[src/hdl/timer_pkg.sv]
// Shared constants of the modulo timer counter core: register map, bit positions and reset values.
// Assumes an 8-bit register port with a 3-bit word address.
package timer_pkg;

    // ----------------------------------------
    // Register port
    // ----------------------------------------
    localparam int ADDR_W = 3;
    localparam int DATA_W = 8;

    localparam logic [2:0] REG_STATUS_CONTROL = 3'h0;
    localparam logic [2:0] REG_COUNT_HIGH = 3'h1;
    localparam logic [2:0] REG_COUNT_LOW = 3'h2;
    localparam logic [2:0] REG_MODULO_HIGH = 3'h3;
    localparam logic [2:0] REG_MODULO_LOW = 3'h4;
    localparam logic [2:0] REG_CHANNEL_CONFIG = 3'h5;

    // ----------------------------------------
    // Status and control fields
    // ----------------------------------------
    localparam int OVF_FLAG_BIT = 7;
    localparam int OVF_IE_BIT = 6;
    localparam int HALT_BIT = 5;
    localparam int CLEAR_BIT = 4;
    localparam int PS_LSB = 0;
    localparam int PS_W = 3;
    localparam logic [2:0] PS_EXTERNAL = 3'h7;

    // ----------------------------------------
    // Channel configuration fields
    // ----------------------------------------
    localparam int CH_COUNT = 4;
    localparam int CH_MODE_LSB = 0;
    localparam int CH_BUF0_BIT = 4;
    localparam int CH_BUF2_BIT = 5;

    // ----------------------------------------
    // Reset values and widths
    // ----------------------------------------
    localparam logic [15:0] COUNT_RESET = 16'h0000;
    localparam logic [15:0] MODULO_RESET = 16'hFFFF;
    localparam logic [7:0] BYTE_ZERO = 8'h00;
    localparam int PRESCALE_W = 6;

endpackage

[src/hdl/modulo_timer_counter_core.sv]
// Modulo timer counter core: 16-bit up counter, prescaler, modulo wrap, overflow flag and request,
// byte-latched counter reads, stop, debug-break and channel mode configuration.
// Assumes on-chip stop, break and break-clear-enable levels on clk; the external clock pin is async.
`timescale 1ns/10ps
module modulo_timer_counter_core
    import timer_pkg::*;
(
    input wire logic clk,                       // Bus clock, 125 MHz
    input wire logic reset,                     // Synchronous, active high
    input wire logic [ADDR_W-1:0] addr,         // Register address
    input wire logic [DATA_W-1:0] wdata,        // Write data
    input wire logic wr,                        // Write strobe
    input wire logic rd,                        // Read strobe
    output logic [DATA_W-1:0] rdata,            // Read data, cycle after rd
    input wire logic external_timer_clock,      // External clock pin, asynchronous
    input wire logic stop_mode,                 // System in stop mode
    input wire logic break_active,              // Debug break state
    input wire logic break_clear_enable,        // Flags may be cleared in break
    output logic overflow_irq,                  // Overflow interrupt request level
    output logic capture_enable,                // Input capture allowed
    output logic [CH_COUNT-1:0] channel_compare, // Per channel: 1 compare, 0 capture
    output logic [1:0] channel_buffered         // Buffered mode of channels 0 and 2
);

    // ----------------------------------------
    // State
    // ----------------------------------------
    typedef struct packed {
        logic [15:0] count;
        logic [15:0] modulo;
        logic ovf_flag;
        logic ovf_ie;
        logic halt;
        logic [PS_W-1:0] ps;
        logic clear_armed;
        logic [7:0] low_latch;
        logic low_latched;
        logic mod_pending;
        logic [CH_COUNT-1:0] ch_compare;
        logic [1:0] ch_buf;
        logic [DATA_W-1:0] rdata;
        logic irq;
        logic cap_en;
    } core_state_t;

    core_state_t s_r;
    core_state_t s_nxt;
    logic run;
    logic tick;
    logic clear_wr;
    logic status_wr;
    logic flag_clear_ok;
    logic [15:0] count_step;
    logic ovf_event;

    assign status_wr = wr && addr == REG_STATUS_CONTROL;
    assign clear_wr = status_wr && wdata[CLEAR_BIT];
    // Stop, break and halt all freeze both counter and prescaler
    assign run = !s_r.halt && !stop_mode && !break_active;
    // With break clear disabled, register traffic in break leaves flags alone
    assign flag_clear_ok = !break_active || break_clear_enable;

    // ----------------------------------------
    // Prescaler and external clock
    // ----------------------------------------
    tick_prescaler #(
        .DIV_W(PRESCALE_W)
    ) u_prescaler (
        .clk(clk),
        .reset(reset),
        .ext_pin(external_timer_clock),
        .run(run),
        .restart(clear_wr),
        .ps_sel(s_r.ps),
        .tick(tick)
    );

    // ----------------------------------------
    // Counter and overflow
    // ----------------------------------------
    always_comb begin
        if (s_r.count == s_r.modulo) begin
            count_step = COUNT_RESET;
        end else begin
            count_step = s_r.count + 16'h0001;
        end
        // High byte written alone holds the flag off until the pair is complete
        ovf_event = tick && !clear_wr && count_step == s_r.modulo && !s_r.mod_pending;
    end

    always_comb begin
        s_nxt = s_r;
        s_nxt.rdata = BYTE_ZERO;

        if (tick) begin
            s_nxt.count = count_step;
        end

        // Register reads
        if (rd) begin
            case (addr)
                REG_STATUS_CONTROL: begin
                    s_nxt.rdata = {s_r.ovf_flag, s_r.ovf_ie, s_r.halt, 2'b00, s_r.ps};
                    if (s_r.ovf_flag && flag_clear_ok) begin
                        s_nxt.clear_armed = 1'b1;
                    end
                end
                REG_COUNT_HIGH: begin
                    s_nxt.rdata = s_r.count[15:8];
                    if (!s_r.low_latched) begin
                        s_nxt.low_latch = s_r.count[7:0];
                        s_nxt.low_latched = 1'b1;
                    end
                end
                REG_COUNT_LOW: begin
                    s_nxt.rdata = s_r.low_latched ? s_r.low_latch : s_r.count[7:0];
                    s_nxt.low_latched = 1'b0;
                end
                REG_MODULO_HIGH: begin
                    s_nxt.rdata = s_r.modulo[15:8];
                end
                REG_MODULO_LOW: begin
                    s_nxt.rdata = s_r.modulo[7:0];
                end
                REG_CHANNEL_CONFIG: begin
                    s_nxt.rdata = {2'b00, s_r.ch_buf, s_r.ch_compare};
                end
                default: begin
                    s_nxt.rdata = BYTE_ZERO;
                end
            endcase
        end

        // Register writes, visible on the next edge; only a status write with the clear bit restarts the divider
        if (wr) begin
            case (addr)
                REG_STATUS_CONTROL: begin
                    s_nxt.ovf_ie = wdata[OVF_IE_BIT];
                    s_nxt.halt = wdata[HALT_BIT];
                    s_nxt.ps = wdata[PS_LSB +: PS_W];
                    if (flag_clear_ok) begin
                        // An armed clear made before a break still completes here
                        if (s_r.clear_armed && !wdata[OVF_FLAG_BIT]) begin
                            s_nxt.ovf_flag = 1'b0;
                        end
                        s_nxt.clear_armed = 1'b0;
                    end
                    if (wdata[CLEAR_BIT]) begin
                        s_nxt.count = COUNT_RESET;
                        s_nxt.low_latch = BYTE_ZERO;
                    end
                end
                REG_MODULO_HIGH: begin
                    s_nxt.modulo[15:8] = wdata;
                    s_nxt.mod_pending = 1'b1;
                end
                REG_MODULO_LOW: begin
                    s_nxt.modulo[7:0] = wdata;
                    s_nxt.mod_pending = 1'b0;
                end
                REG_CHANNEL_CONFIG: begin
                    s_nxt.ch_compare = wdata[CH_MODE_LSB +: CH_COUNT];
                    s_nxt.ch_buf = {wdata[CH_BUF2_BIT], wdata[CH_BUF0_BIT]};
                end
                default: begin
                    s_nxt.ch_buf = s_r.ch_buf;
                end
            endcase
        end

        // A new overflow beats any clear in the same cycle and disarms the sequence
        if (ovf_event) begin
            s_nxt.ovf_flag = 1'b1;
            s_nxt.clear_armed = 1'b0;
        end

        // Request is not gated by wait mode so it can wake the system
        s_nxt.irq = s_nxt.ovf_flag && s_nxt.ovf_ie;
        s_nxt.cap_en = !s_nxt.halt;
    end

    always_ff @(posedge clk) begin
        if (reset) begin
            s_r <= '{count: COUNT_RESET, modulo: MODULO_RESET, ovf_flag: 1'b0, ovf_ie: 1'b0,
                     halt: 1'b1, ps: 3'h0, clear_armed: 1'b0, low_latch: BYTE_ZERO, low_latched: 1'b0,
                     mod_pending: 1'b0, ch_compare: 4'h0, ch_buf: 2'h0, rdata: BYTE_ZERO,
                     irq: 1'b0, cap_en: 1'b0};
        end else begin
            s_r <= s_nxt;
        end
    end

    // ----------------------------------------
    // Outputs
    // ----------------------------------------
    assign rdata = s_r.rdata;
    assign overflow_irq = s_r.irq;
    assign capture_enable = s_r.cap_en;
    assign channel_compare = s_r.ch_compare;
    assign channel_buffered = s_r.ch_buf;
endmodule

[src/hdl/tick_prescaler.sv]
// Timer tick source: bus clock divider with selectable tap, or synchronised external clock pin.
// Assumes the external pin is asynchronous to clk and toggles at most at half the clk rate.
`timescale 1ns/10ps
module tick_prescaler
    import timer_pkg::*;
#(
    parameter int DIV_W = PRESCALE_W
) (
    input wire logic clk,            // Bus clock
    input wire logic reset,          // Synchronous, active high
    input wire logic ext_pin,        // External timer clock pin, asynchronous
    input wire logic run,            // Counting allowed
    input wire logic restart,        // Zero the divider
    input wire logic [2:0] ps_sel,   // Prescaler select
    output logic tick                // One-cycle count enable
);

    typedef struct packed {
        logic sync1;
        logic sync2;
        logic sync3;
        logic [DIV_W-1:0] div;
    } pre_state_t;

    pre_state_t s_r;
    pre_state_t s_nxt;
    logic [DIV_W:0] tap_onehot;
    logic [DIV_W-1:0] tap_mask;
    logic ext_rise;

    assign tap_onehot = (DIV_W+1)'(1) << ps_sel;
    assign tap_mask = tap_onehot[DIV_W-1:0] - DIV_W'(1);
    // Edge taken from the second and third stages; the first stage feeds only the second
    assign ext_rise = s_r.sync2 && !s_r.sync3;

    always_comb begin
        s_nxt = s_r;
        s_nxt.sync1 = ext_pin;
        s_nxt.sync2 = s_r.sync1;
        s_nxt.sync3 = s_r.sync2;
        if (restart) begin
            s_nxt.div = '0;
        end else if (run) begin
            s_nxt.div = s_r.div + DIV_W'(1);
        end
        if (!run || restart) begin
            tick = 1'b0;
        end else if (ps_sel == PS_EXTERNAL) begin
            tick = ext_rise;
        end else begin
            tick = (s_r.div & tap_mask) == tap_mask;
        end
    end

    always_ff @(posedge clk) begin
        if (reset) begin
            s_r <= '0;
        end else begin
            s_r <= s_nxt;
        end
    end
endmodule

[config.mk]
export PLATFORM = sky130hd
export DESIGN_NAME = modulo_timer_counter_core
export DESIGN_NICKNAME = d
export VERILOG_FILES = /design/src/hdl/timer_pkg.sv /design/src/hdl/modulo_timer_counter_core.sv /design/src/hdl/tick_prescaler.sv
export SDC_FILE = /design/constraint.sdc
export NUM_CORES = 1
export LEC_CHECK = 0
export BUFFER_PORTS_ARGS = -buffer_cell sky130_fd_sc_hd__buf_4
export CORE_ASPECT_RATIO = 0.9
export CORE_MARGIN = 2
export CORE_UTILIZATION = 31
export CTS_CLUSTER_SIZE = 40
export DETAILED_ROUTE_END_ITERATION = 12
export HOLD_SLACK_MARGIN = 0.08
export SLEW_MARGIN = 20
export SYNTH_ARGS = -nofsm -noshare
export SYNTH_HDL_FRONTEND = slang
export SYNTH_SLANG_ARGS = --single-unit
[constraint.sdc]
create_clock -name clk -period 6.6 [get_ports clk]
set_input_delay 0.66 -clock clk [delete_from_list [all_inputs] [get_ports clk]]
set_output_delay 0.66 -clock clk [all_outputs]
set_load 0.01 [all_outputs]
==> results of run 1 <==
==> cell type report <==
type	count	area share, %
repair buffers	34	5.21
flip-flops and latches	74	30.2
inverters	5	0.383
clock buffers	10	4.87
clock inverters	6	0.995
well taps	193	4.93
multi-input cells	408	53.4
==> flip-flops by register name, indices dropped and copies added, names as in the netlist <==
name / flops
channel_compare: 4
u_prescaler.s_nxt: 2
capture_enable: 1
channel_buffered: 2
s_r: 49
rdata: 8
u_prescaler.s_r: 7
overflow_irq: 1
==> layer usage <==
layer	GRT usage [%]	part of all wire, %	up-vias
li1	-	-	1864
met4	5.45	2.0	0
met3	4.48	6.1	24
met5	0	0	-
met2	23.6	43	128
met1	23.1	48	1823
==> synthesized netlist by cell type (all sizes together) (3+ instances only) <==
| cell | instances | area share [%] |
|---|---|---|
| dfxtp | 74 | 33 |
| nor2 | 67 | 5.6 |
| nand2 | 54 | 4.6 |
| a21oi | 35 | 3.9 |
| o21ai | 30 | 3.3 |
| buf | 28 | 4.8 |
| mux2i | 28 | 6.2 |
| clkbuf | 27 | 3.6 |
| xor2 | 21 | 4.1 |
| nand3b | 20 | 3.3 |
| xnor2 | 17 | 3.3 |
| nand3 | 14 | 2.2 |
| nor2b | 13 | 1.8 |
| nand2b | 9 | 1.3 |
| nand4 | 9 | 1.6 |
| nor4 | 9 | 1.6 |
| or3 | 8 | 1.1 |
| nor3 | 7 | 0.78 |
| and2 | 5 | 0.70 |
| inv | 5 | 0.42 |
| or3b | 5 | 0.97 |
| a211oi | 4 | 0.67 |
| a2111oi | 3 | 0.58 |
| a31oi | 3 | 0.42 |
| and3 | 3 | 0.42 |
| and4 | 3 | 0.61 |
| mux4 | 3 | 1.5 |
| or4 | 3 | 0.61 |
==> metrics by stage <==
stage / hold slack, ns / utilization, % / total power [mW] / std cells / setup WS (ns)
final: 0.440 / 34.7 / 1.02 / 730 / 3.18
after global routing: 0.461 / 34.7 / 1.05 / 730 / 3.08
after CTS: 0.445 / 34.7 / 1.02 / 730 / 3.21
after detailed placement: 0.430 / 32.7 / 0.550 / 714 / 3.15
after global placement: 0.424 / 32.7 / 0.549 / 714 / 3.31
after floorplan: 0.414 / - / 0.525 / 542 / 3.72
==> logic make-up after synthesis <==
group / share of synthesized area, %
multiplexers: 8.24
adder cells (fa/ha/maj): 0.557
AND/OR/NAND/NOR: 28.7
AO/OA/AOI/OAI: 13.3
buffers and inverters: 8.77
XOR/XNOR: 7.41
flip-flops: 33.0
==> power breakdown <==
group	internal, mW	leakage, nW	switching (mW)
Sequential	0.455	0.600	0.0128
Clock	0.268	0.132	0.207
Combinational	0.0327	1.06	0.0412
Total	0.756	1.79	0.261
==> worst max-delay path by stage <==
stage / startpoint / end / slack, ns / depth (start not counted)
detailed placement: addr[0] / s_r[64]$_SDFF_PP0_ / 3.15 / 8
CTS: s_r[49]$_SDFF_PP0_ / s_r[26]$_SDFF_PP0_ / 3.21 / 9
finish: s_r[49]$_SDFF_PP0_ / s_r[26]$_SDFF_PP0_ / 3.18 / 9
floorplan: s_r[50]$_SDFF_PP0_ / s_r[26]$_SDFF_PP0_ / 3.72 / 9
global placement: addr[0] / s_r[49]$_SDFF_PP0_ / 3.31 / 9
global route: s_r[49]$_SDFF_PP0_ / s_r[26]$_SDFF_PP0_ / 3.08 / 9
==> impl_metrics.py, run 1 <==
metrics = {
    "worst_setup_path": {
        "cpPeakStageDelay_ns": 0.58,
        "worstPathRequired_ns": 6.84,
        "cp_top_family": "simple AND/OR/NAND/NOR gates",
        "path_class": "flip-flop to flip-flop",
        "crit_arrival_ns": 3.66,
        "r2r_cells": 9,
        "crit_chain": "ha_1 > nand3_2 > or4_4 > xnor2_1 > or3_1 > a2111oi_0 > a21oi_1 > a2111o_1 > and3_1",
        "reg2reg_to": "s_r[26]$_SDFF_PP0_",
        "cp_slowest_cell": "dfxtp_1",
        "end_kind": "flip-flop",
        "regToRegStartpoint": "s_r[49]$_SDFF_PP0_",
        "cp-start-kind": "flip-flop",
        "critical_path_buf_inv_count": 0,
        "rrSetupSlack_ns": 3.18,
        "crit_fanout": 11,
    },
    "placed_design": {
        "io_buffers": 34,
        "post_dp_cell_area_um2": 4610,
        "dp_hpwl_mm": 8.85,
        "place.gp.congestion": 0.902,
    },
    "routing": {
        "antenna_left": 0,
        "drt_first_iter_violations": 434,
        "vias": 3839,
        "wl_mm": 12.1,
        "vias_per_cell": 5.26,
        "wl_per_cell_um": 16.6,
        "first_pass_iters": 5,
        "drc_errors": 0,
    },
    "power": {
        "peakVddDrop_v": 0.000127,
        "p_leak_nw": 1.79,
        "power_density_nw_per_um2": 207,
    },
    "final_layout": {
        "ff_latch_area_um2": 1480,
        "multi_input_area_um2": 2620,
        "n_antenna_cell": 0,
        "layout_common_cells": "dfxtp_1, nor2_1, nand2_1",
        "fillCellCount": 1444,
        "area_growth_pct": 9.11,
        "fin_area_um2": 4900,
        "drive_gt1_share_pct": 13.0,
        "final_common_cell": "dfxtp_1",
        "fin_nets": 553,
    },
    "clocking": {
        "post_cts_resized": 0,
        "cts_setup_buffers": 0,
        "cts_hold_buf": 0,
        "path_clk_slew_ns": 0.06,
        "root_buffer": "clkbuf_16",
        "clock_latency_ns": 0.34,
        "clock_sinks": 74,
        "cts_max_path_buffers": 2,
        "tritoncts": "done",
        "htree_levels": 3,
        "numCtsBuffers": 9,
    },
    "synth": {
        "synth_cells": 542,
        "ys.warnings.count": 0,
        "syn_area_per_cell_um2": 8.29,
        "ys_seq_elements": 74,
        "synth_top_flop_cell": "dfxtp_1",
        "syn-cell-area_um2": 4490,
        "synth.distinct_cells": 67,
        "yosysSeqAreaShare_pct": 33.0,
        "synth_edf_count": 0,
        "syn-num-nets": 563,
        "synthArstFlopShare_pct": 0,
    },
    "floorplanning": {
        "rows": 41,
        "die_x_um": 131,
        "die_area_um2": 15500,
        "ios": 35,
        "fp.dieH_um": 118,
        "initial_utilization_pct": 31.8,
        "core_area_um2": 14100,
    },
    "min_path": {
        "whs_path_depth": 1,
        "hold_path_startpoint": "u_prescaler.s_nxt[7]$_SDFF_PP0_",
        "holdPathEnd": "u_prescaler.s_nxt[6]$_SDFF_PP0_",
        "holdCritPathClass": "flip-flop to flip-flop",
    },
    "sta": {
        "fmaxAchievable_ghz": 0.292,
        "finalHoldViolCount": 0,
        "worst_slew_pin_slew_ns": 1.03,
        "period_needed_ns": 3.42,
        "fin_skew_ns": 0.00874,
        "rsz0062_at_grt": "no",
        "tns_ns": 0,
        "maxSlewViolCount": 0,
        "relSlewSlack_pct": 31.3,
        "setup-violations-final": 0,
        "finalCritPeriodShare_pct": 51.8,
    },
    "global_route": {
        "grt.overflow.total": 0,
        "track_usage_pct": 16.3,
        "grt_max_degree": 37,
        "grt_pass1_wl_mm": 19.6,
        "grt_pass1_vias": 3576,
        "grt_antenna_before_repair": 0,
    },
    "status": {
        "status": "finished clean",
    },
    "run": {
        "drv_cap": 0,
    },
}
(Power assumes the default switching activity.)
==> run 2: changes to the inputs <==
clock period = 3.3 ns   (was 6.6 ns; I/O delays follow)
==> impl_metrics.py, run 2 (synthesis gave the netlist of run 1 again) <==
metrics = {
    "status": {
        "status": "finished clean",
    },
    "final_layout": {
        "area_growth_pct": 12.4,
        "drive_gt1_share_pct": 16.2,
        "fin_nets": 573,
        "layout_common_cells": "dfxtp_1, nor2_1, buf_4",
        "n_antenna_cell": 0,
        "regMostFlops": "s_r",
        "largest_reg_flops": 49,
        "final_common_cell": "dfxtp_1",
        "stdcell_count": 750,
    },
    "clocking": {
        "cts_max_path_buffers": 2,
        "root_buffer": "clkbuf_16",
        "clock_latency_ns": 0.34,
        "numCtsBuffers": 9,
        "post_cts_resized": 0,
        "path_clk_slew_ns": 0.06,
        "clock_sinks": 74,
        "htree_levels": 3,
        "tritoncts": "done",
        "cts_setup_buffers": 0,
        "cts_hold_buf": 0,
    },
    "routing": {
        "first_pass_iters": 5,
        "drt_first_iter_violations": 470,
        "vias_per_cell": 5.33,
        "wl_per_cell_um": 16.8,
        "vias": 4000,
        "drc_errors": 0,
        "antenna_left": 0,
        "wl_mm": 12.6,
    },
    "worst_setup_path": {
        "cp_slowest_cell": "dfxtp_1",
        "crit_arrival_ns": 3.20,
        "cp-start-kind": "flip-flop",
        "path_class": "flip-flop to flip-flop",
        "cpPeakStageDelay_ns": 0.55,
        "end_kind": "flip-flop",
        "crit_fanout": 11,
        "critical_path_buf_inv_count": 0,
        "cp_top_family": "simple AND/OR/NAND/NOR gates",
        "r2r_cells": 8,
        "crit_chain": "nand3_4 > or4_4 > xnor2_1 > or3_1 > a2111oi_0 > a21oi_1 > a2111o_1 > and3_1",
        "worstPathRequired_ns": 3.54,
        "path_depth": 8,
    },
    "floorplanning": {
        "fp.dieH_um": 118,
        "initial_utilization_pct": 31.8,
        "ios": 35,
        "die_x_um": 131,
        "rows": 41,
        "core_area_um2": 14100,
        "die_area_um2": 15500,
    },
    "placed_design": {
        "dp_hpwl_mm": 9.11,
        "dp_slack_ns": 0.378,
        "io_buffers": 34,
        "place.gp.congestion": 0.918,
        "placedCellCount": 734,
    },
    "power": {
        "total_power_mw": 2.05,
        "power_density_nw_per_um2": 405,
        "peakVddDrop_v": 0.000260,
        "p_leak_nw": 1.89,
    },
    "sta": {
        "finalCritPeriodShare_pct": 89.8,
        "fin_skew_ns": 0.00889,
        "fmaxAchievable_ghz": 0.337,
        "period_needed_ns": 2.96,
        "rsz0062_at_grt": "no",
        "worst_slew_pin_slew_ns": 0.824,
        "finalHoldViolCount": 0,
        "tns_ns": 0,
        "setup-violations-final": 0,
        "relSlewSlack_pct": 44.9,
        "maxSlewViolCount": 0,
        "hold_slack_ns": 0.193,
        "finalWorstSetupSlack_ns": 0.337,
    },
    "run": {
        "drv_cap": 0,
    },
    "global_route": {
        "grt_pass1_wl_mm": 20.0,
        "grt_max_degree": 37,
        "grt_antenna_before_repair": 0,
        "track_usage_pct": 16.6,
        "grt.overflow.total": 0,
        "grt_pass1_vias": 3717,
    },
    "min_path": {
        "holdCritPathClass": "primary input to flip-flop",
        "whs_path_depth": 2,
    },
}
==> run 2: cell types whose count changed in the layout (fill, tap and decap cells not counted), sizes merged <==
cell,delta
buf,+20
==> run 2: area by class of cell <==
class / instances / area, um^2
timing repair buffer: 54 / 405
fill: 1449 / 9050
sequential: 74 / 1480
tap: 193 / 241
clock buffer: 10 / 239
multi-input combinational: 408 / 2620
clock inverter: 6 / 48.8
inverter: 5 / 18.8
==> run 2: worst paths after layout <==
kind         slack (ns)                       startpoint                         endpoint
min reg2reg        0.44  u_prescaler.s_nxt[7]$_SDFF_PP0_  u_prescaler.s_nxt[6]$_SDFF_PP0_
min                0.19             external_timer_clock  u_prescaler.s_nxt[7]$_SDFF_PP0_
max reg2reg        0.34               s_r[55]$_SDFF_PP0_               s_r[26]$_SDFF_PP0_
max                0.34               s_r[55]$_SDFF_PP0_               s_r[26]$_SDFF_PP0_
==> run 2: per-layer routing <==
layer | share of wire, % | wire (um) | GRT usage, %
met2 | 45 | 5610 | 24.8
met1 | 47 | 5900 | 24.0
met4 | 1.1 | 133 | 3.79
met3 | 7.4 | 926 | 4.12
met5 | 0 | 0 | 0
==> run 2: power by group <==
group / switching, mW / leakage [nW] / internal, mW
combinational: 0.0919 / 1.16 / 0.0693
sequential: 0.0217 / 0.600 / 0.910
clock: 0.418 / 0.132 / 0.536
==> run 2: worst register-to-register path, cell delays in order, from the launching register on <==
cell,delay (ns)
dfxtp_1,0.55
nand3_4,0.20
or4_4,0.54
xnor2_1,0.15
or3_1,0.36
a2111oi_0,0.37
a21oi_1,0.08
a2111o_1,0.45
and3_1,0.17
==> run 2: through the flow <==
| step | area, um^2 | utilization, % |
|---|---|---|
| 6_report | 5050 | 35.8 |
| 5_1_grt | 5050 | 35.8 |
| 4_1_cts | 5050 | 35.8 |
| 3_5_place_dp | 4760 | 33.8 |
| 3_3_place_gp | 4760 | 33.8 |
| 2_1_floorplan | 4490 | - |
==> run 3: changes to the inputs <==
BUFFER_PORTS_ARGS = not set   (was -buffer_cell sky130_fd_sc_hd__buf_4)
DONT_BUFFER_PORTS = 1   (was not set)
==> impl_metrics.py, run 3 (synthesis gave the netlist of run 1 again) <==
metrics = {
    "floorplanning": {
        "core_area_um2": 14100,
        "rows": 41,
        "ios": 35,
        "fp.dieH_um": 118,
        "die_x_um": 131,
        "initial_utilization_pct": 31.8,
        "die_area_um2": 15500,
    },
    "power": {
        "peakVddDrop_v": 0.000260,
        "power.switching_mw": 0.481,
        "power.share.sequential_pct": 42.5,
        "power.internal_mw": 1.72,
        "p_leak_nw": 1.74,
        "pwr-share-comb_pct": 5.1,
        "clkPwrFrac_pct": 52.4,
        "power_density_nw_per_um2": 454,
        "switching_share_pct": 21.9,
    },
    "status": {
        "status": "finished clean",
    },
    "clocking": {
        "cts_hold_buf": 1,
        "cts_setup_buffers": 0,
        "cts_max_path_buffers": 2,
        "numCtsBuffers": 9,
        "post_cts_resized": 0,
        "htree_levels": 3,
        "tritoncts": "done",
        "clock_sinks": 74,
        "clock_latency_ns": 0.34,
        "root_buffer": "clkbuf_16",
        "path_clk_slew_ns": 0.06,
    },
    "global_route": {
        "grt_pass1_vias": 3468,
        "track_usage_pct": 16.3,
        "grt.overflow.total": 0,
        "grt_antenna_before_repair": 0,
        "grt_max_degree": 34,
        "grt_pass1_wl_mm": 19.5,
    },
    "final_layout": {
        "largest_reg_flops": 49,
        "drive_gt1_share_pct": 10.2,
        "fillCellCount": 1483,
        "area_growth_pct": 7.94,
        "fin_nets": 537,
        "final_common_cell": "dfxtp_1",
        "post-route-util_pct": 34.4,
        "layout_common_cells": "dfxtp_1, nor2_1, nand2_1",
        "regMostFlops": "s_r",
        "n_antenna_cell": 0,
    },
    "worst_setup_path": {
        "rrSetupSlack_ns": 0.33,
        "crit_arrival_ns": 3.20,
        "regToRegStartpoint": "s_r[51]$_SDFF_PP0_",
        "cp_slowest_cell": "dfxtp_1",
        "crit_fanout": 10,
        "crit_chain": "nand4_4 > nor2_1 > xnor2_1 > a21boi_0 > a2111oi_0 > nand4_1 > a2111o_1 > and3_1",
        "worstSetupEndpoint": "s_r[26]$_SDFF_PP0_",
        "worstSetupStartpoint": "s_r[51]$_SDFF_PP0_",
        "reg2reg_to": "s_r[26]$_SDFF_PP0_",
        "path_class": "flip-flop to flip-flop",
        "end_kind": "flip-flop",
        "cpPeakStageDelay_ns": 0.59,
        "r2r_cells": 8,
        "cp-start-kind": "flip-flop",
        "worstPathRequired_ns": 3.53,
    },
    "routing": {
        "drt_first_iter_violations": 443,
        "drc_errors": 0,
        "first_pass_iters": 5,
        "vias_per_cell": 5.46,
        "wl_mm": 12.4,
        "wl_per_cell_um": 17.3,
        "antenna_left": 0,
        "vias": 3899,
    },
    "sta": {
        "maxSlewViolCount": 0,
        "fmaxAchievable_ghz": 0.337,
        "finalHoldViolCount": 0,
        "fin_skew_ns": 0.00874,
        "tns_ns": 0,
        "rsz0062_at_grt": "no",
        "worst_slew_pin_slew_ns": 0.795,
        "period_needed_ns": 2.97,
        "setup-violations-final": 0,
        "finalCritPeriodShare_pct": 89.9,
        "relSlewSlack_pct": 46.9,
    },
    "placed_design": {
        "dp_hpwl_mm": 8.99,
        "io_buffers": 0,
        "place.gp.congestion": 0.921,
    },
    "min_path": {
        "holdCritPathClass": "primary input to flip-flop",
        "whs_path_depth": 1,
        "hold_path_startpoint": "reset",
    },
    "run": {
        "drv_cap": 0,
    },
}
## run 3: changes by cell type in the layout (fill, tap and decap cells not counted)
cell	change
bufinv_16	+3
inv_6	-2
clkinvlp_4	-1
dlygate4sd3_1	+1
buf_4	-37
## run 3: cell type report
cell class / instances / area [um^2] / area share (%)
inverters: 5 / 18.8 / 0.387
multi-input cells: 408 / 2620 / 54.0
clock buffers: 10 / 239 / 4.93
well taps: 193 / 241 / 4.98
repair buffers: 18 / 138 / 2.84
clock inverters: 6 / 114 / 2.35
flip-flops and latches: 74 / 1480 / 30.5
## run 3: power groups by stage
stage / clock [mW] / combinational [mW] / sequential (mW)
6_report: 1.15 / 0.111 / 0.936
5_1_grt: 1.21 / 0.122 / 0.938
4_1_cts: 1.17 / 0.109 / 0.935
3_5_place_dp: 0 / 0.104 / 0.955
3_3_place_gp: 0 / 0.103 / 0.955
2_1_floorplan: 0 / 0.110 / 0.941
## run 3: worst min path at each step
stage	to
final	s_r[42]$_SDFFE_PP1P_
after global routing	s_r[46]$_SDFFE_PP1P_
after CTS	s_r[42]$_SDFFE_PP1P_
after detailed placement	u_prescaler.s_nxt[7]$_SDFF_PP0_
after global placement	s_r[32]$_SDFF_PP0_
after floorplan	u_prescaler.s_nxt[6]$_SDFF_PP0_
## run 3: metal layers
metal  vias up  part of all wire [%]  global-route usage (%)
met4         0                   1.0                    3.06
met1      1880                    47                    24.2
met2       160                    44                    23.5
met3        16                   8.6                    4.48
li1       1843                     -                       -
met5         -                     0                       0
## run 3: per-stage QoR
| step | cell area, um^2 | std cells | total power [mW] | setup slack, ns | hold WS, ns |
|---|---|---|---|---|---|
| 6_report | 4850 | 714 | 2.20 | 0.334 | 0.0957 |
| 5_1_grt | 4850 | 714 | 2.27 | 0.162 | 0.0856 |
| 4_1_cts | 4850 | 714 | 2.22 | 0.362 | 0.0873 |
| 3_5_place_dp | 4490 | 697 | 1.06 | 0.366 | 0.407 |
| 3_3_place_gp | 4490 | 697 | 1.06 | 0.387 | 0.406 |
| 2_1_floorplan | 4490 | 542 | 1.05 | 0.425 | 0.414 |
## run 3: critical path: cells and delay by family (launching register included)
kind / cells / cell delay (ns)
XOR/XNOR: 1 / 0.18
flip-flops: 1 / 0.59
AND/OR/NAND/NOR: 4 / 1.03
AO/OA/AOI/OAI: 3 / 1.05
